==> src/wdt_pkg.sv <==
// shared constants for the watchdog timeout unit
package wdt_pkg;
   localparam int unsigned WDT_CNT_W        = 22;
   localparam int unsigned WDT_CTRL_W       = 4;
   // control word field positions
   localparam int unsigned WDT_SEL_LSB      = 0;
   localparam int unsigned WDT_SEL_W        = 2;
   localparam int unsigned WDT_INTEN_BIT    = 2;
   localparam int unsigned WDT_RESTART_BIT  = 3;
   // status word field positions
   localparam int unsigned WDT_ST_INTF_BIT  = 2;
   localparam int unsigned WDT_ST_RSTF_BIT  = 3;
   localparam int unsigned WDT_STAT_W       = 4;
   // reset values
   localparam logic [1:0] WDT_SEL_RST       = 2'h0;
   localparam logic       WDT_INTEN_RST     = 1'b0;
   // timing counts in system clocks
   localparam int unsigned WDT_INTERVAL0    = 4096;
   localparam int unsigned WDT_INTERVAL1    = 32768;
   localparam int unsigned WDT_INTERVAL2    = 262144;
   localparam int unsigned WDT_INTERVAL3    = 2097152;
   localparam int unsigned WDT_WARN_LEAD    = 512;
   localparam int unsigned WDT_RST_PULSE    = 1;
   typedef logic [WDT_CNT_W-1:0] wdt_count_type;
endpackage : wdt_pkg

==> src/wdt_cnt_if.sv <==
// carrier between watchdog control and its counter
`timescale 1ns/1ns
interface wdt_cnt_if;
   import wdt_pkg::*;
   logic          restart;
   wdt_count_type limit;
   wdt_count_type warn_at;
   wdt_count_type count;
   logic          hit_warn;
   logic          hit_timeout;
   modport ctrl (output restart, output limit, output warn_at, input count, input hit_warn, input hit_timeout);
   modport cnt  (input restart, input limit, input warn_at, output count, output hit_warn, output hit_timeout);
endinterface : wdt_cnt_if

==> src/wdt_counter.sv <==
// free-running watchdog counter with warning and timeout compares
`timescale 1ns/1ns
module wdt_counter (
   input  wire logic clock,
   input  wire logic rst,
   wdt_cnt_if.cnt    cb
);
   import wdt_pkg::*;

   wdt_count_type count_r;
   wdt_count_type count_nxt;
   logic          warn_hit_r;
   logic          tout_hit_r;

   always_comb begin
      if (cb.restart || tout_hit_r) begin
         count_nxt = '0;
      end else begin
         count_nxt = count_r + wdt_count_type'(1);
      end
   end

   always_ff @(posedge clock or posedge rst) begin
      if (rst) begin
         count_r <= '0;
      end else begin
         count_r <= count_nxt;
      end
   end

   // single-cycle pulses; >= on timeout guards against a shortened interval
   always_ff @(posedge clock or posedge rst) begin
      if (rst) begin
         warn_hit_r <= 1'b0;
         tout_hit_r <= 1'b0;
      end else begin
         warn_hit_r <= !cb.restart && !tout_hit_r && (count_r == cb.warn_at);
         tout_hit_r <= !cb.restart && !tout_hit_r && (count_r >= cb.limit - wdt_count_type'(1));
      end
   end

   assign cb.count       = count_r;
   assign cb.hit_warn    = warn_hit_r;
   assign cb.hit_timeout = tout_hit_r;
endmodule : wdt_counter

==> src/wdt_timeout_unit.sv <==
// watchdog timeout unit: control word, early warning and system reset
//
// How it works
// - the counter runs freely from zero and any restart puts it back, so regular restarts keep it short of timeout.
// - if the counter reaches the timeout, a system reset is pulsed, preceded by the warning interrupt only when enabled.
// - software chooses one of four timeout intervals, from 2^12 up to 2^21 system clocks.
// - with the interrupt enabled the warning rises exactly 512 clocks before the reset pulse.
// - interval select, interrupt enable and restart are bits of the one watchdog control word.
`timescale 1ns/1ns
module wdt_timeout_unit #(
   parameter int unsigned INTERVAL0 = wdt_pkg::WDT_INTERVAL0,
   parameter int unsigned INTERVAL1 = wdt_pkg::WDT_INTERVAL1,
   parameter int unsigned INTERVAL2 = wdt_pkg::WDT_INTERVAL2,
   parameter int unsigned INTERVAL3 = wdt_pkg::WDT_INTERVAL3,
   parameter int unsigned WARN_LEAD = wdt_pkg::WDT_WARN_LEAD
) (
   input  wire logic                          clock,
   input  wire logic                          rst,
   input  wire logic                          ctrl_write,
   input  wire logic [wdt_pkg::WDT_CTRL_W-1:0] ctrl_wdata,
   output logic      [wdt_pkg::WDT_STAT_W-1:0] ctrl_rdata,
   output logic                               wdt_irq,
   output logic                               sys_reset_req
);
   import wdt_pkg::*;

   wdt_cnt_if cb ();

   // visible phase of the watchdog
   // one-hot codes make a disturbed state register fall back to run
   typedef enum logic [2:0] {
      WDT_PH_RUN  = 3'b001,
      WDT_PH_WARN = 3'b010,
      WDT_PH_FIRE = 3'b100
   } wdt_phase_type;

   wdt_phase_type        phase_r;
   wdt_phase_type        phase_nxt;
   logic [WDT_SEL_W-1:0] sel_r;
   logic                 inten_r;
   logic                 rstf_r;
   logic [WDT_SEL_W-1:0] stat_sel_r;
   logic                 stat_warn_r;
   logic                 stat_rstf_r;
   logic                 restart;
   logic                 warn_take;
   logic                 fire_take;
   logic                 rstf_set;
   logic                 rstf_clr;
   logic                 in_warn;
   wdt_count_type        limit;
   wdt_count_type        warn_at;

   // timeout length in clocks for a select code
   // codes 0..3 give rising powers of two
   function automatic wdt_count_type limit_of(input logic [WDT_SEL_W-1:0] sel);
      unique case (sel)
         2'h0: limit_of = wdt_count_type'(INTERVAL0);
         2'h1: limit_of = wdt_count_type'(INTERVAL1);
         2'h2: limit_of = wdt_count_type'(INTERVAL2);
         2'h3: limit_of = wdt_count_type'(INTERVAL3);
      endcase
   endfunction

   // count value one edge ahead of the warning pulse; the phase register adds one more edge,
   // so the warning level rises exactly WARN_LEAD clocks before the reset pulse
   function automatic wdt_count_type warn_of(input wdt_count_type lim);
      warn_of = lim - wdt_count_type'(WARN_LEAD) - wdt_count_type'(2);
   endfunction

   // status word as software reads it
   // unused bits read as zero
   function automatic logic [WDT_STAT_W-1:0] status_of(
      input logic [WDT_SEL_W-1:0] sel,
      input logic                 warn,
      input logic                 rstf
   );
      status_of                           = '0;
      status_of[WDT_SEL_LSB +: WDT_SEL_W] = sel;
      status_of[WDT_ST_INTF_BIT]          = warn;
      status_of[WDT_ST_RSTF_BIT]          = rstf;
   endfunction

   // watchdog_control_reg: interval select
   always_ff @(posedge clock or posedge rst) begin
      if (rst) begin
         sel_r <= WDT_SEL_RST;
      end else if (ctrl_write) begin
         sel_r <= ctrl_wdata[WDT_SEL_LSB +: WDT_SEL_W];
      end
   end

   // watchdog_control_reg: interrupt enable
   always_ff @(posedge clock or posedge rst) begin
      if (rst) begin
         inten_r <= WDT_INTEN_RST;
      end else if (ctrl_write) begin
         inten_r <= ctrl_wdata[WDT_INTEN_BIT];
      end
   end

   // restart bit acts as a strobe, never stored
   // a new select alone does not restart the count
   assign restart = ctrl_write && ctrl_wdata[WDT_RESTART_BIT];

   // one interval decode feeds both compares
   assign limit   = limit_of(sel_r);
   assign warn_at = warn_of(limit);

   // counter side of the carrier
   assign cb.restart = restart;
   assign cb.limit   = limit;
   assign cb.warn_at = warn_at;

   // counter reloads on its own after a timeout
   wdt_counter wdt_counter_inst (
      .clock (clock),
      .rst   (rst),
      .cb    (cb.cnt)
   );

   // a warning only counts while the interrupt option is on
   assign warn_take = cb.hit_warn && inten_r;
   assign fire_take = cb.hit_timeout;

   // next phase; a new warning wins over a restart clearing the old one
   // the warning level ends with the edge that follows the reset pulse
   always_comb begin
      phase_nxt = phase_r;
      unique case (phase_r)
         WDT_PH_RUN: begin
            // counting, nothing shown
            if (warn_take) begin
               phase_nxt = WDT_PH_WARN;
            end else if (fire_take) begin
               phase_nxt = WDT_PH_FIRE;
            end
         end
         WDT_PH_WARN: begin
            // warning shown until restart or reset pulse
            if (warn_take) begin
               phase_nxt = WDT_PH_WARN;
            end else if (fire_take) begin
               phase_nxt = WDT_PH_FIRE;
            end else if (restart) begin
               phase_nxt = WDT_PH_RUN;
            end
         end
         WDT_PH_FIRE: begin
            // cycle after the reset pulse
            if (warn_take) begin
               phase_nxt = WDT_PH_WARN;
            end else begin
               phase_nxt = WDT_PH_RUN;
            end
         end
         default: begin
            phase_nxt = WDT_PH_RUN;
         end
      endcase
   end

   // phase register
   always_ff @(posedge clock or posedge rst) begin
      if (rst) begin
         phase_r <= WDT_PH_RUN;
      end else begin
         phase_r <= phase_nxt;
      end
   end

   assign in_warn = (phase_r == WDT_PH_WARN);

   // sticky record that a watchdog reset was issued, cleared by a restart; the set wins
   assign rstf_set = fire_take;
   assign rstf_clr = restart;

   always_ff @(posedge clock or posedge rst) begin
      if (rst) begin
         rstf_r <= 1'b0;
      end else if (rstf_set) begin
         rstf_r <= 1'b1;
      end else if (rstf_clr) begin
         rstf_r <= 1'b0;
      end
   end

   // registered status: select shown
   always_ff @(posedge clock or posedge rst) begin
      if (rst) begin
         stat_sel_r <= '0;
      end else begin
         stat_sel_r <= sel_r;
      end
   end

   // registered status: warning level shown
   always_ff @(posedge clock or posedge rst) begin
      if (rst) begin
         stat_warn_r <= 1'b0;
      end else begin
         stat_warn_r <= in_warn;
      end
   end

   // registered status: watchdog reset record shown
   always_ff @(posedge clock or posedge rst) begin
      if (rst) begin
         stat_rstf_r <= 1'b0;
      end else begin
         stat_rstf_r <= rstf_r;
      end
   end

   // outputs
   assign ctrl_rdata    = status_of(stat_sel_r, stat_warn_r, stat_rstf_r);
   assign wdt_irq       = in_warn;
   assign sys_reset_req = cb.hit_timeout;
endmodule : wdt_timeout_unit

==> config.mk <==
export PLATFORM = sky130hd
export DESIGN_NAME = wdt_timeout_unit
export DESIGN_NICKNAME = d
export VERILOG_FILES = /design/src/wdt_pkg.sv /design/src/wdt_cnt_if.sv /design/src/wdt_counter.sv /design/src/wdt_timeout_unit.sv
export SDC_FILE = /design/constraint.sdc
export NUM_CORES = 1
export LEC_CHECK = 0
export ABC_AREA = 1
export BUFFER_PORTS_ARGS = -buffer_cell sky130_fd_sc_hd__buf_2
export CORE_ASPECT_RATIO = 0.8
export CORE_MARGIN = 2
export CORE_UTILIZATION = 25
export DETAILED_ROUTE_END_ITERATION = 10
export SYNTH_ARGS = -nofsm -noshare
export SYNTH_HDL_FRONTEND = slang
export SYNTH_SLANG_ARGS = --single-unit
==> constraint.sdc <==
create_clock -name clock -period 1.7 [get_ports clock]
set_input_delay 0.34 -clock clock [delete_from_list [all_inputs] [get_ports clock]]
set_output_delay 0.34 -clock clock [all_outputs]
set_load 0.03 [all_outputs]
Word level (Yosys, flattened, before mapping)
Cells that the tools add are included.
{"block": "word_totals", "ff_bits": 35, "input_bits": 7, "out_inout_bits": 6}
{"block": "classes", "n_addsub": 4, "order_cmp": 1, "n_eq_ne": 9, "muxes": 11, "n_reduce_logical": 11}
{"operator": "$pmux 22 s4", "n": 1}
{"operator": "$add 22x1->22 const B", "n": 1}
{"operator": "$eq 22x22->1", "n": 1}
{"operator": "$ge 22x22->1", "n": 1}
{"operator": "$mux 22", "n": 1}
{"operator": "$sub 22x1->22 const B", "n": 1}
{"operator": "$sub 22x10->22 const B", "n": 1}
{"operator": "$sub 22x2->22 const B", "n": 1}
{"operator": "$mux 3", "n": 5}
{"operator": "$pmux 3 s3", "n": 1}
{"operator": "$logic_and 1x1->1", "n": 5}
{"operator": "$eq 2x2->1 const B", "n": 2}
{"operator": "$ne 4x2->1 const B", "n": 1}
{"operator": "$eq 3x1->1 const B", "n": 1}
{"operator": "$eq 3x2->1 const B", "n": 1}
{"operator": "$eq 3x3->1 const B", "n": 1}
{"operator": "$ne 3x2->1 const B", "n": 1}
{"operator": "$eq 2x1->1 const B", "n": 1}
{"operator": "$logic_not 1->1", "n": 2}
{"operator": "$logic_not 2->1", "n": 1}
{"operator": "$mux 1", "n": 2}
{"operator": "$mux 2", "n": 1}
{"operator": "$reduce_and 2->1", "n": 1}
{"operator": "$reduce_bool 2->1", "n": 1}
{"operator": "$logic_or 1x1->1", "n": 1}

Depth between registers and ports, before layout
{"block": "logic_depth", "depth_word": 6, "mapped_depth": 9, "depth_no_buf": 9}

Cells and area by module
Synthesis repeated with hierarchy kept, for this count alone.
{"block": "unflattened", "cells_unflattened": 459, "area_unflattened_um2": 3128.0}
{"module": "wdt_counter", "instances": 1, "cells_per_inst": 396, "area_per_inst_um2": 2590.0}
{"module": "wdt_timeout_unit", "instances": 1, "cells_per_inst": 63, "area_per_inst_um2": 538.0}

Worst setup path after synthesis
OpenSTA, ideal clock, no wires.
{"block": "synth_path", "path_type": "flip-flop to flip-flop", "startpoint": "register wdt_counter_inst.count_r[0] (netlist: wdt_counter_inst.cb.count[0])", "endpoint": "register wdt_counter_inst.count_r[16] (netlist: wdt_counter_inst.cb.count[16])", "setup_ps": 119, "arrival_ps": 1272, "t_required_ps": 1581, "slack_ps": 309, "stages_incl_launch_ff": 9, "cell_sequence": "dfrtp_1 ha_1 nand2_2 nor2_4 nand2_4 nor2_8 nand2_1 o21ai_1 nor2_1"}
{"block": "synth_between", "elab_chain_len": 2}
{"item": "start, declared", "line": "wdt_counter.sv:10", "source": "wdt_count_type count_r;"}
{"item": "start signal, assigned", "line": "wdt_counter.sv:27", "source": "count_r <= count_nxt;"}
{"item": "$add 22x1->22", "line": "wdt_counter.sv:19", "source": "count_nxt = count_r + wdt_count_type'(1);"}
{"item": "$mux 22", "line": "wdt_counter.sv:16", "source": "if (cb.restart || tout_hit_r) begin"}
{"item": "named net wdt_counter_inst.count_nxt[16]", "line": "wdt_counter.sv:11", "source": "wdt_count_type count_nxt;"}
The timed path passes the listed nets, and every way through them passes these cells.
A chain may end at the register's enable or synchronous reset.

Worst setup path after layout
{"block": "layout_path", "startpoint": "register phase_r[0]", "endpoint": "output wdt_irq"}
{"block": "layout_between", "elab_chain_len": 1}
{"item": "start, declared", "line": "wdt_timeout_unit.sv:37", "source": "wdt_phase_type phase_r;"}
{"item": "start signal, assigned", "line": "wdt_timeout_unit.sv:168", "source": "phase_r <= phase_nxt;"}
{"item": "$eq 3x2->1", "line": "wdt_timeout_unit.sv:172", "source": "assign in_warn = (phase_r == WDT_PH_WARN);"}
{"item": "end, declared", "line": "wdt_timeout_unit.sv:22", "source": "output logic wdt_irq,"}
Every way passes these cells.

==> results_dict.tcl <==
set metrics [dict create \
    status "finished, final reports clean" \
    synth_seq_cells 35 \
    synth_top_area_cell "dfrtp_1" \
    busiest_layer "met2" \
    yosysSeqAreaShare 0.441 \
    clk_pin_slew_ps 80 \
    dr.pass1.iters 4 \
    leakagePower_nw 1.09 \
    synth_most_common_cell "nand2_1" \
    period_share 0.931 \
    crit_path_end_kind "output port" \
    grt.overflow.total 0 \
    cp.required_ps 1360 \
    cts-root-buf "clkbuf_8" \
    period_needed_ps 1580 \
    postCtsResizedCells 0 \
    insertion_delay_ps 290 \
    setup_violations 0 \
    gp_congestion 0.854 \
    area_delta_synth_final_pct 15.2 \
    fmax_mhz 632 \
    drc_errors 0 \
    crit_chain "inv_1 > nand3_1 > inv_1 > buf_2" \
    rsz0062_at_grt "false" \
    first_global_vias 1644 \
    cp_data_arrival_time_ps 1240 \
    crit_slowest_cell "dfstp_2" \
    ant_nets 0 \
    synth.distinct_cells 29 \
    fin_cells 395 \
    core_sq_mm 0.00784 \
    met1_usage 0.146 \
    cellPowerDensity_mw_per_mm2 755 \
    cts.sinks 35 \
    ios 13 \
    fin_skew_ps 3.55 \
    critical_path_class "reg -> out" \
    die_x_microns 104 \
    post_drt_wl_per_cell_microns 10.5 \
    fillers 853 \
    htreeDepth 2 \
    syn-cell-area_sq_mm 0.00199 \
    drt_iter0_drc 112 \
    synth_flop_cell "dfrtp_1" \
    synth.area.top_cells "dfrtp_1 43%, nand2_1 14%, nor2_1 7.4%" \
    yosysTopAreaCellShare 0.428 \
    viasPerCell 4.28 \
    post-cts-setup-buffers 0 \
    rows 29 \
    synthCells 266 \
    fin_setup_tns_ps 0 \
    synth_edf_count 0 \
    r2r-start "wdt_counter_inst.cb.count[1]$_DFF_PP0_" \
    portBuffers 12 \
    max_stage_delay_ps 540 \
    grtUsageMet3 0.0242 \
    drive_above_1_share 0.153 \
    die_height_microns 83.7 \
    yosys_warnings 0 \
    peakVddDrop_mv 0.260 \
    drt_wl_total_microns 4140 \
    rr_endpoint "wdt_counter_inst.cb.count[16]$_DFF_PP0_" \
    grt_max_degree 36 \
    die_area_sq_mm 0.00868 \
    cpMostUsedCell "inv_1" \
    postSynth.asyncResetShare 1.00 \
    grt_pass1_wl_microns 7450 \
    syn_avg_cell_area_sq_um 7.47 \
    synth.cells.most_frequent "72 x nand2_1, 39 x nor2_1, 34 x dfrtp_1, 32 x inv_1, 16 x nand3_1" \
    cts_tree "built" \
    relSlewSlack 0.697 \
    slew_violations 0 \
    worst_hold_path_type "in -> async" \
    hold_viol 0 \
    reg2regPathDepth 8 \
    crit_fanout 4 \
    antenna_found_initial 0 \
    grt_util_met2 0.157 \
    antenna_cells 0 \
    track_usage 0.106 \
    worst_slew_pin_slew_ps 455 \
    hold_buffers 0 \
    maxCapViolations 0 \
    start_kind "flop" \
    r2r_slack_ps 160 \
    dpl.hpwl_microns 3250 \
    start_util 0.254 \
    routed-via-count 1689 \
    cts_buffer_depth 2 \
    dp.cells 387 \
    syn_nets 281 \
    layout.nets 301 \
    cts_made_buffers 5 \
]
## layout by cell type, fill, tap and decap left out, types with 2 or more instances in the layout
master	synthesis	final
a21oi_1	14	14
nand3_1	16	16
nor2_1	39	38
clkinvlp_4	0	2
o21ai_1	4	4
inv_2	2	2
nand3_2	2	2
clkbuf_8	0	5
nand2_1	72	72
nor2_4	2	2
dfrtp_2	0	2
o21ai_0	13	13
nor3_1	6	6
nand4_1	2	2
nand2_2	2	2
buf_4	2	5
inv_1	32	32
ha_1	8	8
dfrtp_1	34	32
clkinv_1	2	2
nor2_2	2	3
buf_2	2	12
## routing by layer
metal	vias up	routed length, microns
met5	-	0
met4	0	114
met3	11	135
met2	33	1730
met1	761	2170
li1	884	-
## flip-flops by register name, summed over array words and instances (netlist names)
signal / count
phase_r: 3
sel_r: 2
wdt_counter_inst.cb.hit_warn: 1
stat_warn_r: 1
stat_rstf_r: 1
inten_r: 1
wdt_counter_inst.cb.count: 22
rstf_r: 1
wdt_counter_inst.cb.hit_timeout: 1
stat_sel_r: 2
## worst max-delay path, delay by kind of cell (launching register included)
kind | cells | cell delay (ps)
AND/OR/NAND/NOR | 1 | 100
buffers and inverters | 3 | 320
flip-flops | 1 | 540
## cell families (layout without fill, tap and decap cells)
family                     after synthesis  count (layout)  synth area share
and+or+nand+nor                        148             148             0.333
adders and majority gates                8               8            0.0504
buffers and inverters                   40              61            0.0806
AOI/OAI and AO/OA                       34              34            0.0888
muxes                                    1               1           0.00567
DFF                                     35              35             0.441
## worst max path at each step
| stage | startpoint | endpoint | slack, ps | depth (start not counted) |
|---|---|---|---|---|
| 6_report | phase_r[0]$_DFFE_PP1P_ | wdt_irq | 120 | 4 |
| 5_1_grt | sel_r[1]$_DFFE_PP0P_ | wdt_counter_inst.cb.hit_timeout$_DFF_PP0_ | 20 | 8 |
| 4_1_cts | phase_r[0]$_DFFE_PP1P_ | wdt_irq | 90 | 4 |
| 3_5_place_dp | sel_r[1]$_DFFE_PP0P_ | wdt_counter_inst.cb.hit_timeout$_DFF_PP0_ | 150 | 8 |
| 3_3_place_gp | sel_r[1]$_DFFE_PP0P_ | wdt_counter_inst.cb.hit_timeout$_DFF_PP0_ | 190 | 8 |
| 2_1_floorplan | wdt_counter_inst.cb.count[0]$_DFF_PP0_ | wdt_counter_inst.cb.count[16]$_DFF_PP0_ | 310 | 8 |
## report_power, final
group          switching (mW)  internal (mW)  leakage, nW
clock network           0.326          0.285       0.0402
registers              0.0546          0.877        0.469
logic                   0.121         0.0646        0.577
## area by class of cell
| type | instances | area [sq um] | area share |
|---|---|---|---|
| clock buffer | 5 | 68.8 | 0.0301 |
| clock inverter | 3 | 20.0 | 0.00875 |
| inverter | 36 | 135 | 0.0590 |
| multi-input combinational | 191 | 952 | 0.416 |
| sequential | 35 | 880 | 0.384 |
| tap | 108 | 135 | 0.0590 |
| timing repair buffer | 17 | 97.6 | 0.0426 |
## through the flow
step | util | total power [mW] | worst slack [ps] | instance area (sq um) | hold slack (ps)
floorplan | - | 1.07 | 309 | 1990 | 354
detailed placement | 0.280 | 1.13 | 151 | 2190 | 376
global placement | 0.280 | 1.13 | 192 | 2190 | 368
finish | 0.292 | 1.73 | 118 | 2290 | 141
CTS | 0.291 | 1.75 | 92.3 | 2280 | 163
global route | 0.292 | 1.81 | 16.8 | 2290 | 201
Power figures use the tool's default switching activity.
